===== src/srcq_pkg.sv =====
// Package: constants, encodings and carriers for the source qualify / status report block
package srcq_pkg;

	// ==========================================================
	// Clock and timing
	localparam int unsigned CLK_HZ         = 200_000_000;
	localparam int unsigned PULSE_US       = 128;
	localparam int unsigned WINDOW_MS      = 32;
	localparam int unsigned RETRY_S        = 2;
	localparam int unsigned WATCHDOG_S     = 30;
	localparam int unsigned SINK_MA        = 75;
	localparam int unsigned PULSE_CYC      = (CLK_HZ / 1_000_000) * PULSE_US;
	localparam longint unsigned WINDOW_CYC = longint'(CLK_HZ / 1_000) * WINDOW_MS;
	localparam longint unsigned RETRY_CYC  = longint'(CLK_HZ) * RETRY_S;
	localparam longint unsigned WDOG_CYC   = longint'(CLK_HZ) * WATCHDOG_S;
	localparam int unsigned CNT_W          = 36;

	// ==========================================================
	// Register 00 layout
	localparam logic [7:0] REG_CHARGE_STATE_AND_FAULT = 8'h00;
	localparam int unsigned KICK_BIT   = 7;
	localparam int unsigned STATE_LSB  = 4;
	localparam int unsigned SPARE_BIT  = 3;
	localparam int unsigned FAULT_LSB  = 0;
	localparam logic       SPARE_RESET = 1'b0;
	localparam logic       STAT_EN_RESET = 1'b1;

	// ==========================================================
	// State code field
	typedef enum logic [2:0] {
		ST_NO_SOURCE = 3'h0,
		ST_IN_READY  = 3'h1,
		ST_CHARGING  = 3'h3,
		ST_DONE      = 3'h5,
		ST_FAULT     = 3'h7
	} charge_state_code_t;

	// Fault code field
	typedef enum logic [2:0] {
		FLT_NORMAL   = 3'h0,
		FLT_THERMAL  = 3'h1,
		FLT_BAT_TEMP = 3'h2,
		FLT_WATCHDOG = 3'h3,
		FLT_SAFETY   = 3'h4,
		FLT_SUPPLY   = 3'h5,
		FLT_BATTERY  = 3'h7
	} fault_code_t;

	// Supply status field (battery/supply status register bits 7:6)
	typedef enum logic [1:0] {
		SUP_NORMAL = 2'h0,
		SUP_OVP    = 2'h1,
		SUP_WEAK   = 2'h2,
		SUP_UVLO   = 2'h3
	} supply_status_t;

	// Qualification sequencer
	typedef enum logic [2:0] {
		Q_IDLE   = 3'h0,
		Q_WINDOW = 3'h1,
		Q_RETRY  = 3'h2,
		Q_RUN    = 3'h3,
		Q_WEAK   = 3'h4,
		Q_OVP    = 3'h5
	} qual_state_t;

	// Analog comparator and charger status inputs
	typedef struct packed {
		logic supply_present;
		logic above_weak;
		logic above_ovp;
		logic other_source;
		logic charging;
		logic charge_done;
	} sense_t;

	// External event strobes from other charger blocks
	typedef struct packed {
		logic safety_timer;
		logic sleep_entry;
		logic bat_temp;
		logic bat_fault;
		logic thermal;
	} events_t;

	// Power stage controls
	typedef struct packed {
		logic test_sink_on;
		logic converter_on;
		logic battery_switch_on;
		logic battery_gate_drive;
	} power_t;

	// Register port
	typedef struct packed {
		logic       wr;
		logic       rd;
		logic [7:0] addr;
		logic [7:0] wdata;
	} reg_req_t;

	// Whole block state
	typedef struct packed {
		qual_state_t        qstate;
		logic [CNT_W-1:0]   timer;
		logic [CNT_W-1:0]   wdog;
		logic               wdog_run;
		logic [15:0]        pulse;
		charge_state_code_t state_code;
		fault_code_t        fault_code;
		supply_status_t     supply_status;
		logic               spare;
		logic               stat_en;
		logic               load_defaults;
		logic               present_d;
		logic               other_d;
		logic [7:0]         rdata;
		logic [5:0]         sync1;
		logic [5:0]         sync2;
	} srcq_state_t;

endpackage


===== src/source_qualify_status_report.sv =====
// Source qualification, input fault handling, status pins and register 00
`timescale 1ns/1ps
`default_nettype none

// Overview of operation
// On supply attach, sink 75mA for 32ms; start converter if input valid.
// Input under weak threshold in window: sink off, wait 2s, retry.
// Failed qualification pulses both status outputs 128us and updates fields.
// Retries repeat forever until another source or a valid window end.
// Weak input in normal run: converter off, battery path on, pulse, update.
// Good supply again clears state and fault fields, resumes normal run.
// Over-voltage in normal run: converter off, battery path on, pulse, update.
// Over-voltage removed clears state and fault fields, resumes normal run.
// Charge-status pulled low while charging only if indicator enable is 1.
// Charge done, disabled or other normal states leave output released.
// Event pulses appear whatever the indicator enable bit holds.
// Host event output mirrors the charge-status output exactly.
// Each listed event gives a 128us pulse, then release, on both.
// Writing one to bit 7 kicks watchdog; bit self-clears, reads zero.
// State field bits 6:4 codes: none, ready, charging, done, fault.
// Fault field bits 2:0 codes as listed, 101 supply fault.
// Any access starts 30s watchdog; expiry reloads defaults, restarts safety.
// Pulse, window and retry lengths come from clock-derived cycle counts.
module source_qualify_status_report
(
	// Clock and reset
	input  wire logic              core_clk,
	input  wire logic              nrst,
	// Analog comparators and charger status (asynchronous to core_clk)
	input  wire srcq_pkg::sense_t  sense,
	// One-cycle event strobes from charger logic on core_clk
	input  wire srcq_pkg::events_t events,
	// Register port
	input  wire srcq_pkg::reg_req_t reg_req,
	output logic [7:0]             reg_rdata,
	// Indicator enable from the control register
	input  wire logic              stat_enable,
	// Power stage
	output srcq_pkg::power_t       power,
	// Open-drain status pins, enable high pulls low
	output logic                   charge_status_o,
	output logic                   charge_status_oe,
	output logic                   host_event_o,
	output logic                   host_event_oe,
	// Supply status field and housekeeping
	output srcq_pkg::supply_status_t supply_status,
	output logic                   load_defaults,
	output logic                   safety_restart
);

	// ==========================================================
	// State
	srcq_pkg::srcq_state_t s;
	srcq_pkg::srcq_state_t next_s;

	// Counter width for the sized load casts below
	localparam int unsigned CNT_W = srcq_pkg::CNT_W;

	logic ev_pulse;
	logic present_s;
	logic weak_ok;
	logic ovp_s;
	logic other_s;
	logic access;
	logic wdog_expire;
	logic charging_s;
	logic done_s;
	logic wr_reg00;
	logic kick;

	// Comparator and status levels after the second synchroniser stage
	assign present_s = s.sync2[5];
	assign weak_ok   = s.sync2[4];
	assign ovp_s     = s.sync2[3];
	assign other_s   = s.sync2[2];
	assign charging_s = s.sync2[1];
	assign done_s    = s.sync2[0];
	assign access    = reg_req.wr | reg_req.rd;
	assign wdog_expire = s.wdog_run && (s.wdog == '0);
	// Host writes to register 00 and the watchdog kick carried in them
	assign wr_reg00  = reg_req.wr && (reg_req.addr == srcq_pkg::REG_CHARGE_STATE_AND_FAULT);
	assign kick      = wr_reg00 && reg_req.wdata[srcq_pkg::KICK_BIT];

	// ==========================================================
	// Behaviour notes
	// Every pin level passes two flops, so each reaction lags its pin by three edges.
	// A pin pulse shorter than one cycle may be missed; the comparators are expected
	// to carry their own hysteresis and the charger status levels to be slow.
	// Register reads show the fields one edge after they change, so a read in the
	// cycle of a change still returns the old value.
	// The timers count single clock cycles: one wide counter each was traded for
	// exact durations at the full clock rate, with no prescaler to drift from.
	// The sequencer never leaves the retry wait on a weak input alone; only the
	// wait running out or a fresh source on the other input restarts the window.
	// Removal of the supply overrides every sequencer step in the same cycle, except the fault code and pulse that step sets.

	// ==========================================================
	// Next-state logic
	always_comb
	begin
		next_s = s;
		ev_pulse = 1'b0;
		next_s.load_defaults = 1'b0;
		// Two-flop synchronisers for every comparator and status pin; only the
		// second stage is read, so a metastable first stage never reaches a
		// decision
		next_s.sync1 = {sense.supply_present, sense.above_weak, sense.above_ovp,
			sense.other_source, sense.charging, sense.charge_done};
		next_s.sync2 = s.sync1;
		next_s.present_d = present_s;
		next_s.other_d = other_s;
		next_s.stat_en = stat_enable;
		if (s.timer != '0)
		begin
			next_s.timer = s.timer - 1'b1;
		end

		// Supply plug-in or removal is a status change
		if (present_s != s.present_d)
		begin
			ev_pulse = 1'b1;
		end

		// Qualification sequencer: idle, test window, retry wait, run, input faults
		unique case (s.qstate)
			srcq_pkg::Q_IDLE:
			begin
				if (present_s)
				begin
					next_s.qstate = srcq_pkg::Q_WINDOW;
					next_s.timer = CNT_W'(srcq_pkg::WINDOW_CYC - 1);
				end
			end
			srcq_pkg::Q_WINDOW:
			begin
				if (!weak_ok)
				begin
					next_s.qstate = srcq_pkg::Q_RETRY;
					next_s.timer = CNT_W'(srcq_pkg::RETRY_CYC - 1);
					next_s.state_code = srcq_pkg::ST_FAULT;
					next_s.fault_code = srcq_pkg::FLT_SUPPLY;
					next_s.supply_status = srcq_pkg::SUP_WEAK;
					ev_pulse = 1'b1;
				end
				else if (s.timer == '0)
				begin
					if (!ovp_s)
					begin
						next_s.qstate = srcq_pkg::Q_RUN;
						next_s.state_code = srcq_pkg::ST_IN_READY;
						next_s.fault_code = srcq_pkg::FLT_NORMAL;
						next_s.supply_status = srcq_pkg::SUP_NORMAL;
					end
					else
					begin
						next_s.qstate = srcq_pkg::Q_OVP;
						next_s.state_code = srcq_pkg::ST_FAULT;
						next_s.fault_code = srcq_pkg::FLT_SUPPLY;
						next_s.supply_status = srcq_pkg::SUP_OVP;
						ev_pulse = 1'b1;
					end
				end
			end
			srcq_pkg::Q_RETRY:
			begin
				// A fresh source cuts the wait short
				if (s.timer == '0 || (other_s && !s.other_d))
				begin
					next_s.qstate = srcq_pkg::Q_WINDOW;
					next_s.timer = CNT_W'(srcq_pkg::WINDOW_CYC - 1);
				end
			end
			srcq_pkg::Q_RUN:
			begin
				if (ovp_s)
				begin
					next_s.qstate = srcq_pkg::Q_OVP;
					next_s.state_code = srcq_pkg::ST_FAULT;
					next_s.fault_code = srcq_pkg::FLT_SUPPLY;
					next_s.supply_status = srcq_pkg::SUP_OVP;
					ev_pulse = 1'b1;
				end
				else if (!weak_ok)
				begin
					next_s.qstate = srcq_pkg::Q_WEAK;
					next_s.state_code = srcq_pkg::ST_FAULT;
					next_s.fault_code = srcq_pkg::FLT_SUPPLY;
					next_s.supply_status = srcq_pkg::SUP_WEAK;
					ev_pulse = 1'b1;
				end
				else
				begin

					next_s.state_code = charging_s ? srcq_pkg::ST_CHARGING :
						(done_s ? srcq_pkg::ST_DONE : srcq_pkg::ST_IN_READY);
				end
			end
			srcq_pkg::Q_WEAK:
			begin
				if (weak_ok && !ovp_s)
				begin
					next_s.qstate = srcq_pkg::Q_RUN;
					next_s.state_code = srcq_pkg::ST_IN_READY;
					next_s.fault_code = srcq_pkg::FLT_NORMAL;
					next_s.supply_status = srcq_pkg::SUP_NORMAL;
				end
			end
			srcq_pkg::Q_OVP:
			begin
				if (!ovp_s)
				begin
					next_s.qstate = srcq_pkg::Q_RUN;
					next_s.state_code = srcq_pkg::ST_IN_READY;
					next_s.fault_code = srcq_pkg::FLT_NORMAL;
					next_s.supply_status = srcq_pkg::SUP_NORMAL;
				end
			end
			default:
			begin
				next_s.qstate = srcq_pkg::Q_IDLE;
			end
		endcase

		// Removal wins over the sequencer's state, timer, state code and supply status
		if (!present_s)
		begin
			next_s.qstate = srcq_pkg::Q_IDLE;
			next_s.timer = '0;
			next_s.state_code = srcq_pkg::ST_NO_SOURCE;
			next_s.supply_status = srcq_pkg::SUP_UVLO;
		end

		// Events from other charger blocks, later ones take the fault code
		// Sleep entry only pulses the pins; it leaves both codes alone
		if (events.safety_timer)
		begin
			next_s.fault_code = srcq_pkg::FLT_SAFETY;
		end
		if (events.bat_temp)
		begin
			next_s.fault_code = srcq_pkg::FLT_BAT_TEMP;
		end
		if (events.bat_fault)
		begin
			next_s.fault_code = srcq_pkg::FLT_BATTERY;
		end
		if (events.thermal)
		begin
			next_s.fault_code = srcq_pkg::FLT_THERMAL;
		end
		if (events.safety_timer | events.bat_temp | events.bat_fault | events.thermal)
		begin
			next_s.state_code = srcq_pkg::ST_FAULT;
		end
		if (|events)
		begin
			ev_pulse = 1'b1;
		end

		// Watchdog: any access arms it, a kick reloads it
		if (wr_reg00)
		begin
			next_s.spare = reg_req.wdata[srcq_pkg::SPARE_BIT];
		end
		// Expiry is honoured in any bus cycle but a kick, so the count can never wrap
		if (access && (!s.wdog_run || kick))
		begin
			next_s.wdog_run = 1'b1;
			next_s.wdog = CNT_W'(srcq_pkg::WDOG_CYC - 1);
		end
		else if (wdog_expire)
		begin
			next_s.wdog_run = 1'b0;
			next_s.load_defaults = 1'b1;
			next_s.spare = srcq_pkg::SPARE_RESET;
			next_s.fault_code = srcq_pkg::FLT_WATCHDOG;
			ev_pulse = 1'b1;
		end
		else if (s.wdog_run)
		begin
			next_s.wdog = s.wdog - 1'b1;
		end

		// Event pulse stretcher; a new event restarts it
		// Events closer than one pulse merge, so the host sees one longer low period
		if (ev_pulse)
		begin
			next_s.pulse = 16'(srcq_pkg::PULSE_CYC);
		end
		else if (s.pulse != '0)
		begin
			next_s.pulse = s.pulse - 1'b1;
		end

		// Read data; kick bit always reads zero
		next_s.rdata = {1'b0, s.state_code, s.spare, s.fault_code};
	end

	// ==========================================================
	// State register
	// Reset gives no source, normal fault, supply below lockout, indicator enabled
	always_ff @(posedge core_clk or negedge nrst)
	begin
		if (!nrst)
		begin
			s <= '{qstate: srcq_pkg::Q_IDLE, state_code: srcq_pkg::ST_NO_SOURCE,
				fault_code: srcq_pkg::FLT_NORMAL, supply_status: srcq_pkg::SUP_UVLO,
				stat_en: srcq_pkg::STAT_EN_RESET, default: '0};
		end
		else
		begin
			s <= next_s;
		end
	end

	// ==========================================================
	// Outputs
	// Power stage decodes the sequencer state; sink and converter decode distinct
	// states, so they can never be on together
	always_comb
	begin
		power.test_sink_on = (s.qstate == srcq_pkg::Q_WINDOW);
		power.converter_on = (s.qstate == srcq_pkg::Q_RUN);
		power.battery_switch_on = (s.qstate == srcq_pkg::Q_WEAK) ||
			(s.qstate == srcq_pkg::Q_OVP);
		power.battery_gate_drive = (s.qstate == srcq_pkg::Q_WEAK) ||
			(s.qstate == srcq_pkg::Q_OVP);
	end

	// Pulses override the enable so faults always reach the host
	// The open-drain data pins only ever pull low; the enables do the work
	assign charge_status_oe = (s.pulse != '0) ||
		(s.stat_en && s.state_code == srcq_pkg::ST_CHARGING);
	assign charge_status_o  = 1'b0;
	assign host_event_oe    = charge_status_oe;
	assign host_event_o     = 1'b0;
	assign reg_rdata        = s.rdata;
	assign supply_status    = s.supply_status;
	assign load_defaults    = s.load_defaults;
	assign safety_restart   = s.load_defaults;

endmodule

`default_nettype wire


===== config.mk =====
export PLATFORM = sky130hd
export DESIGN_NAME = source_qualify_status_report
export DESIGN_NICKNAME = d
export VERILOG_FILES = /design/src/srcq_pkg.sv /design/src/source_qualify_status_report.sv
export SDC_FILE = /design/constraint.sdc
export NUM_CORES = 1
export LEC_CHECK = 0
export BUFFER_PORTS_ARGS = -buffer_cell sky130_fd_sc_hd__buf_2
export CAP_MARGIN = 20
export CORE_MARGIN = 2
export CORE_UTILIZATION = 60
export DETAILED_ROUTE_END_ITERATION = 10
export GPL_TIMING_DRIVEN = 0
export HOLD_SLACK_MARGIN = 0.1
export PLACE_DENSITY = 0.8
export SLEW_MARGIN = 20
export SYNTH_ARGS = -nofsm -noshare
export SYNTH_HDL_FRONTEND = slang
export SYNTH_SLANG_ARGS = --single-unit

===== constraint.sdc =====
create_clock -name core_clk -period 3.4 [get_ports core_clk]
set_clock_uncertainty 0.05 [all_clocks]
set_input_delay 0.51 -clock core_clk [delete_from_list [all_inputs] [get_ports core_clk]]
set_output_delay 0.51 -clock core_clk [all_outputs]
set_load 0.02 [all_outputs]

**Word-level counts from Yosys, hierarchy flattened**

Index checks and enable logic that the tools add are counted.

- Bitwise logic cells: 4
- Add/subtract/negate cells: 3
- Mux-type cells: 54
- Eq/ne operators: 18
- Reduce and logical (&&, ||, !) cells: 28

Operators with widths:

| kind | count |
|---|---|
| 36-bit two-way mux | 4 |
| 36-bit one-hot mux with 3 select lines | 1 |
| 39-bit two-way mux | 2 |
| 36-bit logical NOT | 2 |
| 36-bit by 1-bit subtractor with 36-bit output, second input constant | 2 |
| 3-bit two-way mux | 18 |
| 8-bit two-way mux | 6 |
| 37-bit two-way mux | 1 |
| 36-bit nonzero test | 1 |
| 16-bit two-way mux | 2 |
| 8-bit one-hot mux with 4 select lines | 1 |
| 3-bit one-hot mux with 6 select lines | 1 |
| 16-bit nonzero test | 1 |
| 16-bit by 1-bit subtractor with 16-bit output, second input constant | 1 |
| 1-bit two-way mux | 15 |
| 4-bit inequality test, second input constant | 3 |
| 5-bit by 3-bit inequality test with 1-bit output, second input constant | 2 |
| 5-bit AND reduction | 2 |
| 3-bit by 2-bit == test with 1-bit output, second input constant | 3 |
| 3-bit inequality test, second input constant | 3 |
| 8-bit logical NOT | 1 |
| 1-bit logical AND | 7 |
| 3-bit == test, second input constant | 2 |
| 6-bit by 3-bit inequality test with 1-bit output, second input constant | 1 |
| other kinds (15) | 25 |

- Logic and storage cells: 123
- Register bits after elaboration: 124
- Output and inout port bits: 20

**Longest topological paths before layout**

Gate-level depths: netlist of run 1.

- Word-level depth: 11
- Depth in mapped cells: 10
- Mapped depth without buffers: 8

**Least setup slack after synthesis of run 1**

OpenSTA, ideal clock, no wires.

- Path kind: reg-to-reg
- Start: register s[50] (netlist bit)
- End: register s[82] (netlist bit)
- Path slack: 0.739 ns
- Data arrival time: 2.477 ns
- Setup time: 0.134 ns
- Required time: 3.216 ns
- Cell stages (with the launch flop): 10
- Path through: dfrtp_1 inv_1 ha_1 or4b_1 clkbuf_1 or2_2 a2111oi_4 nor4b_2 xnor2_1 nand2_1

- Cells in the longest elaborated chain, start to end: 4

RTL lines:

| item | line | RTL |
|---|---|---|
| start: declaration | source_qualify_status_report.sv:53 | `srcq_pkg::srcq_state_t s;` |
| start signal: assignment | source_qualify_status_report.sv:306 | `s <= '{qstate: srcq_pkg::Q_IDLE, state_code: srcq_pkg::ST_NO_SOURCE,` |
| start signal: assignment | source_qualify_status_report.sv:312 | `s <= next_s;` |
| 36-bit by 1-bit subtractor with 36-bit output / 36-bit logical NOT (equally long branches) | source_qualify_status_report.sv:281, source_qualify_status_report.sv:79 |  |
| 36-bit two-way mux / 1-bit logical AND (equally long branches) | source_qualify_status_report.sv:279, source_qualify_status_report.sv:79 |  |
| 36-bit two-way mux / 2-bit by 1-bit inequality test with 1-bit output (equally long branches) | -- |  |
| 37-bit two-way mux / 2-bit AND reduction (equally long branches) | -- |  |

Parallel ways exist; a longest one is shown, timed or not. The select of a mux whose other input is x is not followed.
A chain may end at the register's enable or synchronous reset.

**Final worst setup path of run 1**

- Start: register s[50] (netlist bit)
- End: register s[41] (netlist bit)

- Cells in the longest elaborated chain, start to end: 5

RTL lines:

| item | line | RTL |
|---|---|---|
| 36-bit logical NOT * | source_qualify_status_report.sv:79 | `assign wdog_expire = s.wdog_run && (s.wdog == '0);` |
| 1-bit logical AND * | source_qualify_status_report.sv:79 |  |
| 1-bit two-way mux * | source_qualify_status_report.sv:271 | `else if (wdog_expire)` |
| 1-bit two-way mux * | source_qualify_status_report.sv:266 | `if (access && (!s.wdog_run \|\| kick))` |
| 16-bit two-way mux / 2-bit nonzero test (equally long branches) | -- |  |

Mark *: on every way between the ends. The rest lies on a longest branch, timed or not.

==> results.sh, run 1 <==
export IMPL_hpwl_mm=9.09
export IMPL_cp_max_fo=10
export IMPL_wirelength_mm=14.2
export IMPL_start_kind="flop"
export IMPL_grt_max_degree=72
export IMPL_start_util_pct=61.3
export IMPL_fin_setup_tns_ps=0
export IMPL_grt_pass1_wl_mm=23.7
export IMPL_min_period_over_period_pct=92.1
export IMPL_via_count=5127
export IMPL_synth_area_per_cell_um2=9.69
export IMPL_reg2reg_from="s[50]"
export IMPL_grt_overflow=0
export IMPL_rows=37
export IMPL_worstHoldStart="reg_req[3]"
export IMPL_slew_viol_final=0
export IMPL_clock_fmax_mhz=319
export IMPL_p_leak_nw=3.16
export IMPL_period_needed_ps=3130
export IMPL_via_per_inst=5.87
export IMPL_relSlewSlack_pct=42.4
export IMPL_n_antenna_cell=0
export IMPL_layout_drive_gt1_share_pct=16.7
export IMPL_dieArea_um2=11300
export IMPL_end_kind="flop"
export IMPL_powerDensity_nw_per_um2=667
export IMPL_min_to="next_s[15]"
export IMPL_fp_dieW_um=106
export IMPL_ys_warn_count=0
export IMPL_synth_seq_cells=124
export IMPL_grt_pass1_vias=5063
export IMPL_path_class="reg -> reg"
export IMPL_ios=52
export IMPL_area_growth_pct=19.0
export IMPL_syn_cell_area_um2=6300
export IMPL_grt_usage_pct=26.5
export IMPL_die_y_um=106
export IMPL_drc=0
export IMPL_holdPathStages=3
export IMPL_tightestPinTransition_ps=853
export IMPL_ir_worst_vdd_uv=517
export IMPL_synth_main_ff_cell="dfrtp_1"
export IMPL_port_buffers=42
export IMPL_htreeDepth=4
export IMPL_synthCells=650
export IMPL_synth_cell_type_count=67
export IMPL_hp_class="in -> reg"
export IMPL_cts_tree="yes"
export IMPL_root_buffer="clkbuf_8"
export IMPL_ant_nets=0
export IMPL_cts_buffers=17
export IMPL_core_area_um2=10300
export IMPL_synthArstFlopShare_pct=100
export IMPL_r2r_end="s[41]"
export IMPL_setup_slack_ps=270
export IMPL_run_status="finished clean"
export IMPL_maxCapViolCount=0
export IMPL_first_iter_violations=334
export IMPL_insertion_delay_ps=520
export IMPL_rsz0062_at_grt="false"
export IMPL_r2r_cells=11
export IMPL_drt_pass1_iterations=5
export IMPL_cts_sinks=124
export IMPL_finalSetupViolations=0
export IMPL_clk_pin_slew_ps=60
export IMPL_finalNetCount=759
export IMPL_pre_cts_slack_ps=-115
export IMPL_cp_data_arrival_time_ps=3480
export IMPL_wl_per_cell_um=16.2
export IMPL_r2r_setup_slack_ps=270
export IMPL_antenna_found_initial=0
export IMPL_seq_area_frac_synth_pct=49.3
export IMPL_synth_edff_count=0
export IMPL_gp_congestion=0.831
export IMPL_clk_path_buf_depth=2
export IMPL_final_hold_viol_count=0
export IMPL_critPathRequiredTime_ps=3750
[synthesized netlist by cell type, types with 18 or more instances]
master | number | share of area [%]
xor2_1 | 29 | 4.0
dfrtp_1 | 121 | 48
a21oi_1 | 23 | 1.8
nand2_1 | 51 | 3.0
nor4_1 | 29 | 2.9
or3_1 | 20 | 2.0
nor2_1 | 82 | 4.9
nand3_1 | 18 | 1.4
o21ai_0 | 25 | 2.0
nor3_1 | 32 | 2.5
xnor2_1 | 45 | 6.3
clkbuf_1 | 22 | 1.3
[cell families (layout without fill, tap and decap cells)]
group / Yosys count / after routing / share of synthesized area [%]
buffers and inverters: 60 / 145 / 4.89
adder cells (fa/ha/maj): 3 / 3 / 0.596
other: 1 / 3 / 0.0595
AO/OA/AOI/OAI: 90 / 90 / 10.1
AND/OR/NAND/NOR: 296 / 296 / 24.5
multiplexers: 2 / 2 / 0.318
flip-flops: 124 / 124 / 49.3
XOR/XNOR: 74 / 74 / 10.3
[per-layer routing]
metal  part of all wire, %  track usage, %
met1                    42            33.2
met4                   1.6            10.8
met5                     0               0
met3                   5.2            5.46
met2                    51            45.1
[flip-flops by register name, indices dropped and copies added, names as in the netlist]
signal	flops
s	96
next_s	15
reg_rdata	7
supply_status	2
charging_s	1
done_s	1
load_defaults	1
ovp_s	1
[cell usage in the layout (no fill, tap or decap), types with 6 or more instances in the layout]
cell	netlist	final
nor2b_1	8	8
nand3_1	18	18
nor2_1	82	82
nand2_1	51	51
clkbuf_16	0	16
o211ai_1	8	8
o21ai_0	25	25
nand4_1	10	10
clkbuf_1	22	23
or4_1	7	7
or3_1	20	20
buf_2	6	47
xnor2_1	45	45
nor4_1	29	27
a21oi_1	23	23
nor3_1	32	32
nand2b_1	6	6
buf_4	16	18
xor2_1	29	29
dlygate4sd3_1	0	8
dfrtp_1	121	121
inv_1	14	14
[timing repair]
action / CTS / global route
hold endpoints to repair: 58 / 0
buffers inserted: 0 / 2
hold buffers: 8 / 0
setup endpoints to repair: 10 / 10
gates resized for setup: 1 / 1
pin swaps: 0 / 1
[stage by stage]
step / cells / util (%) / hold WS (ps) / instance area, um^2 / total power [mW]
after global placement: 830 / 65.1 / 284 / 6690 / 2.93
final: 873 / 72.9 / 197 / 7490 / 5.00
after global routing: 873 / 72.9 / 215 / 7490 / 5.23
after floorplan: 652 / - / 164 / 6310 / 2.69
after CTS: 871 / 72.6 / 180 / 7460 / 5.00
after detailed placement: 831 / 65.4 / 292 / 6720 / 2.99
[cell type report]
cell class | instances | area, um^2
Timing Repair Buffer | 53 | 339
Buffer | 46 | 255
Tap cell | 136 | 170
Fill cell | 707 | 2780
Clock inverter | 10 | 185
Clock buffer | 22 | 473
Multi-Input combinational cell | 468 | 2910
Sequential cell | 124 | 3110
Inverter | 14 | 52.6
[worst max-delay path, cell delays in order (launching register included)]
cell and delay, ps:
dfrtp_1 400, inv_1 100, ha_1 160, or4b_1 430, clkbuf_1 200, or2_2 400
nor4_1 190, nand3_1 330, o211ai_1 220, buf_4 190, buf_2 240, nor2_1 90
[power breakdown]
part	switching, mW	leakage (nW)	internal (mW)
registers	0.164	1.49	1.68
clock network	0.643	0.321	1.34
logic	0.691	1.35	0.479
[worst max-delay path by stage]
stage | from | endpoint
floorplan | s[50] | s[82]
global placement | s[70] | s[35]
detailed placement | s[70] | s[41]
CTS | s[50] | s[41]
global route | s[50] | s[41]
finish | s[50] | s[41]
Note: power is estimated with default switching activity, not from simulation.
==> run 2: changes to the inputs <==
--- a/config.mk
+++ b/config.mk
@@ -8,11 +8,10 @@
 export BUFFER_PORTS_ARGS = -buffer_cell sky130_fd_sc_hd__buf_2
 export CAP_MARGIN = 20
 export CORE_MARGIN = 2
-export CORE_UTILIZATION = 60
+export CORE_UTILIZATION = 40
 export DETAILED_ROUTE_END_ITERATION = 10
 export GPL_TIMING_DRIVEN = 0
 export HOLD_SLACK_MARGIN = 0.1
-export PLACE_DENSITY = 0.8
 export SLEW_MARGIN = 20
 export SYNTH_ARGS = -nofsm -noshare
 export SYNTH_HDL_FRONTEND = slang
==> run 2 against run 1 <==
  * Design area down 0.85%
  * Count of clock-buffer cells in the layout down 3
  * Critical path type unchanged
  * Combinational power about the same
  * Hold slack worse by 48 ps
  * Non-clock buffer count down 9
  * Clock power down 10%
  * Critical endpoint is now s[36]
  * Die area up 48%
==> results.sh, run 2 (same netlist as run 1, synthesis figures left out) <==
export IMPL_run_status="finished clean"
export IMPL_pwr_share_clk_pct=37.4
export IMPL_n_antenna_cell=0
export IMPL_gp_congestion=0.853
export IMPL_maxCapViolCount=0
export IMPL_min_period_over_period_pct=93.1
export IMPL_power_switching_mw=1.52
export IMPL_drt_pass1_iterations=5
export IMPL_layout_drive_gt1_share_pct=16.8
export IMPL_p_comb_share_pct=24.1
export IMPL_setup_slack_ps=233
export IMPL_antenna_found_initial=0
export IMPL_grtUsageMet2_pct=28.9
export IMPL_grt_overflow=0
export IMPL_met1_usage_pct=24.1
export IMPL_ios=52
export IMPL_clk_pin_slew_ps=60
export IMPL_htreeDepth=4
export IMPL_grt_busiest_layer="met2"
export IMPL_pwr_share_seq_pct=38.5
export IMPL_hp_class="in -> reg"
export IMPL_clock_fmax_mhz=316
export IMPL_whs_ps=149
export IMPL_hpwl_mm=9.58
export IMPL_cp_max_fo=10
export IMPL_cts_buffers=17
export IMPL_finalSetupViolations=0
export IMPL_start_util_pct=41.1
export IMPL_via_count=4965
export IMPL_final_hold_viol_count=0
export IMPL_relSlewSlack_pct=39.0
export IMPL_powerDensity_nw_per_um2=644
export IMPL_largest_register_ffs=96
export IMPL_rows=45
export IMPL_grt_pass1_wl_mm=24.0
export IMPL_max_flop_register="s"
export IMPL_ir_worst_vdd_uv=400
export IMPL_grt_usage_pct=18.1
export IMPL_port_buffers=42
export IMPL_rsz0062_at_grt="false"
export IMPL_core_area_um2=15300
export IMPL_layout_common_cells="dfrtp_1, nor2_1, nand2_1"
export IMPL_grt_pass1_vias=4948
export IMPL_path_class="reg -> reg"
export IMPL_met3_usage_pct=4.42
export IMPL_insertion_delay_ps=420
export IMPL_sw_frac_of_total_pct=31.7
export IMPL_end_kind="flop"
export IMPL_wirelength_mm=13.9
export IMPL_fp_dieW_um=129
export IMPL_p_leak_nw=3.07
export IMPL_via_per_inst=5.29
export IMPL_reg2reg_from="s[50]"
export IMPL_cp_endpoint="s[36]"
export IMPL_period_needed_ps=3170
export IMPL_finalNetCount=750
export IMPL_r2r_cells=10
export IMPL_start_kind="flop"
export IMPL_first_iter_violations=251
export IMPL_tightestPinTransition_ps=903
export IMPL_area_growth_pct=18.0
export IMPL_cts_sinks=124
export IMPL_clk_path_buf_depth=2
export IMPL_cp_startpoint="s[50]"
export IMPL_r2r_setup_slack_ps=230
export IMPL_slew_viol_final=0
export IMPL_layout_commonest_cell="dfrtp_1"
export IMPL_dieArea_um2=16800
export IMPL_pre_cts_slack_ps=31.2
export IMPL_root_buffer="clkbuf_16"
export IMPL_die_y_um=129
export IMPL_ant_nets=0
export IMPL_fin_setup_tns_ps=0
export IMPL_p_int_mw=3.27
export IMPL_grt_max_degree=76
export IMPL_drc=0
export IMPL_fillers=1440
export IMPL_final_util_pct=48.5
export IMPL_cts_tree="yes"
export IMPL_wl_per_cell_um=14.8
export IMPL_cp_data_arrival_time_ps=3410
export IMPL_critPathRequiredTime_ps=3640
export IMPL_r2r_end="s[36]"
run 2: changes by cell type in the layout (fill, tap and decap cells not counted), sizes merged:
cell         previous run  this run
buf                    69        67
bufinv                  5         2
clkbuf                 44        41
clkinv                  4         3
clkinvlp                1         6
dlygate4sd3             8         1
inv                    14        16
run 2: layout make-up:
type	count	area [um^2]	area share, %
flip-flops and latches	124	3110	41.8
multi-input cells	468	2900	39.1
clock buffers	19	453	6.10
well taps	211	264	3.55
plain buffers	46	255	3.43
repair buffers	44	254	3.42
clock inverters	13	141	1.90
inverters	14	52.6	0.707
run 2: metal layers:
layer / part of all wire, % / vias up
li1: - / 2412
met2: 47 / 96
met3: 4.0 / 15
met5: 0 / -
met1: 48 / 2442
met4: 1.3 / 0
run 2: per-stage QoR:
step	total power [mW]	cell area, um^2	std cells
after global placement	2.96	6780	905
after detailed placement	3.00	6810	906
after CTS	4.83	7420	939
final	4.79	7430	939
after floorplan	2.69	6310	652
after global routing	5.06	7430	939
run 2: worst max-delay path, cell delays in order (launching register included):
cell,delay (ps)
dfrtp_1,390
inv_1,100
ha_1,160
or4b_1,430
clkbuf_1,210
or2_2,400
nor4_1,190
nand3_1,270
o211ai_1,410
buf_2,340
nor2_1,80
run 2: power by group through the flow:
stage          clock (mW)  sequential (mW)  combinational [mW]
3_5_place_dp            0             1.86                1.14
2_1_floorplan           0             1.82               0.871
3_3_place_gp            0             1.85                1.11
4_1_cts              1.84             1.84                1.15
5_1_grt              1.91             1.87                1.29
6_report             1.79             1.84                1.15
run 2: worst min path at each step:
| stage | start | endpoint | slack [ps] | depth (start not counted) |
|---|---|---|---|---|
| after floorplan | nrst | charging_s | 160 | 0 |
| after global placement | next_s[4] | s[4] | 280 | 0 |
| after detailed placement | next_s[1] | charging_s | 280 | 0 |
| after CTS | stat_enable | s[23] | 130 | 1 |
| after global routing | stat_enable | s[23] | 130 | 1 |
| final | sense[2] | next_s[2] | 150 | 1 |
run 2: repair_timing:
action / CTS / global route
resized for setup: 0 / 0
setup endpoints to repair: 0 / 0
buffers inserted: 0 / 0
hold buffers: 1 / 0
hold endpoints to repair: 49 / 0
==> run 3: changes to the inputs <==
--- a/config.mk
+++ b/config.mk
@@ -7,7 +7,8 @@
 export LEC_CHECK = 0
 export BUFFER_PORTS_ARGS = -buffer_cell sky130_fd_sc_hd__buf_2
 export CAP_MARGIN = 20
-export CORE_MARGIN = 2
+export CORE_ASPECT_RATIO = 2
+export CORE_MARGIN = 5
 export CORE_UTILIZATION = 40
 export DETAILED_ROUTE_END_ITERATION = 10
 export GPL_TIMING_DRIVEN = 0
==> run 3 against run 2 <==
  * Largest power group unchanged
  * First-iteration DRC count grew 9.6%
  * Sequential power about the same
  * Hold slack lost 2.3 ps
  * Cell count decreased by 1.1%
  * Combinational power about the same
  * Register-to-register slack better by 30 ps
  * Sequential share of layout area barely moved
  * Die area up 10%
  * Largest cell class unchanged
  * Count of clock-buffer cells in the layout down 1
  * Non-clock buffer count stayed put
  * Critical path type unchanged
  * Design area is essentially flat
==> results.sh, run 3 (same netlist as run 1, synthesis figures left out) <==
export IMPL_run_status="finished clean"
export IMPL_grt_pass1_vias=4939
export IMPL_port_buffers=42
export IMPL_cts_tree="yes"
export IMPL_slew_viol_final=0
export IMPL_finalInstanceArea_um2=7430
export IMPL_first_iter_violations=275
export IMPL_relSlewSlack_pct=53.4
export IMPL_rows=65
export IMPL_ir_worst_vdd_uv=372
export IMPL_fp_dieW_um=98.7
export IMPL_cts_sinks=124
export IMPL_tightestPinTransition_ps=694
export IMPL_powerDensity_nw_per_um2=643
export IMPL_path_class="reg -> reg"
export IMPL_slowest_delay_ps=580
export IMPL_grt_max_degree=99
export IMPL_wl_per_cell_um=14.8
export IMPL_end_kind="flop"
export IMPL_maxCapViolCount=0
export IMPL_gp_congestion=0.819
export IMPL_ant_nets=0
export IMPL_rsz0062_at_grt="false"
export IMPL_cp_buffers_inverters=2
export IMPL_core_area_um2=15600
export IMPL_cp_max_fo=10
export IMPL_cp_top_family="simple AND/OR/NAND/NOR gates"
export IMPL_layout_commonest_cell="dfrtp_1"
export IMPL_clock_fmax_mhz=319
export IMPL_cts_buffers=17
export IMPL_clk_path_buf_depth=2
export IMPL_postPlaceCellArea_um2=6810
export IMPL_holdPathStages=1
export IMPL_clk_pin_slew_ps=60
export IMPL_root_buffer="clkbuf_16"
export IMPL_largest_register_ffs=96
export IMPL_min_period_over_period_pct=92.1
export IMPL_layout_common_cells="dfrtp_1, nor2_1, nand2_1"
export IMPL_layout_drive_gt1_share_pct=16.8
export IMPL_period_needed_ps=3130
export IMPL_htreeDepth=4
export IMPL_grt_pass1_wl_mm=24.2
export IMPL_r2r_cells=8
export IMPL_whs_ps=147
export IMPL_area_growth_pct=17.9
export IMPL_hpwl_mm=9.22
export IMPL_via_count=4817
export IMPL_antenna_found_initial=0
export IMPL_finalNetCount=750
export IMPL_final_util_pct=47.6
export IMPL_p_leak_nw=3.08
export IMPL_n_antenna_cell=0
export IMPL_cpMaxStageDelayCell="o211ai_1"
export IMPL_cp_depth=8
export IMPL_cp_data_arrival_time_ps=3380
export IMPL_worstPathCellList="or4_1, or3_1, buf_4, nor3_1, a22oi_1, o211ai_1, buf_2, nor2_1"
export IMPL_max_flop_register="s"
export IMPL_critPathRequiredTime_ps=3650
export IMPL_start_util_pct=40.3
export IMPL_start_kind="flop"
export IMPL_drc=0
export IMPL_drt_pass1_iterations=4
export IMPL_hp_class="in -> reg"
export IMPL_fin_setup_tns_ps=0
export IMPL_die_y_um=187
export IMPL_dieArea_um2=18500
export IMPL_final_hold_viol_count=0
export IMPL_wirelength_mm=13.7
export IMPL_via_per_inst=5.19
export IMPL_insertion_delay_ps=420
export IMPL_finalSetupViolations=0
export IMPL_ios=52
export IMPL_grt_usage_pct=16.0
export IMPL_grt_overflow=0
==> run 3: cell types whose count changed in the layout (fill, tap and decap cells not counted), moves of 2 or more <==
cell        delta
clkinv_4       +4
inv_6          +2
clkinvlp_4     -3
clkinv_2       -2
clkbuf_8       -2
==> run 3: worst register-to-register path, cell delays in order, from the launching register on <==
cell and delay, ps:
dfrtp_1 410, or4_1 550, or3_1 400, buf_4 200, nor3_1 250, a22oi_1 150
o211ai_1 580, buf_2 350, nor2_1 80
==> run 3: layout make-up <==
cell class | count | area [um^2]
plain buffers | 46 | 255
clock buffers | 18 | 429
clock inverters | 14 | 161
fillers | 1499 | 8190
inverters | 14 | 52.6
multi-input cells | 468 | 2910
flip-flops and latches | 124 | 3110
well taps | 201 | 251
repair buffers | 44 | 258
==> run 3: final timing paths <==
check | start | endpoint | slack (ps)
max | s[95] | s[44] | 270
min | sense[3] | next_s[3] | 150
max reg2reg | s[95] | s[44] | 270
min reg2reg | next_s[4] | s[4] | 300
max in group asynchronous | nrst | supply_status[0] | 2060
min in group asynchronous | nrst | reg_rdata[3] | 480
==> run 3: timing repair <==
| item | in CTS | in global routing |
|---|---|---|
| buffers inserted | 0 | 0 |
| resized for setup | 0 | 1 |
| hold endpoints to repair | 26 | 0 |
| hold buffers | 1 | 0 |
| endpoints found under the setup margin | 0 | 1 |
==> run 3: through the flow <==
step / worst slack (ps) / std cells / power (mW)
5_1_grt: 87.3 / 929 / 5.06
6_report: 268 / 929 / 4.78
3_5_place_dp: 62.6 / 896 / 2.99
3_3_place_gp: 90.9 / 895 / 2.97
2_1_floorplan: 739 / 652 / 2.69
4_1_cts: 15.0 / 929 / 4.81
==> run 3: power breakdown <==
group          total, mW  internal (mW)  switching (mW)
sequential          1.84           1.68           0.159
combinational       1.14          0.473           0.667
clock               1.80           1.09           0.710
==> run 3: per-layer routing <==
layer / vias to the layer above / part of all wire (%) / track usage (%)
li1: 2403 / - / -
met1: 2315 / 49 / 23.0
met2: 82 / 46 / 23.9
met3: 17 / 3.3 / 3.25
met4: 0 / 1.6 / 5.37
met5: - / 0 / 0
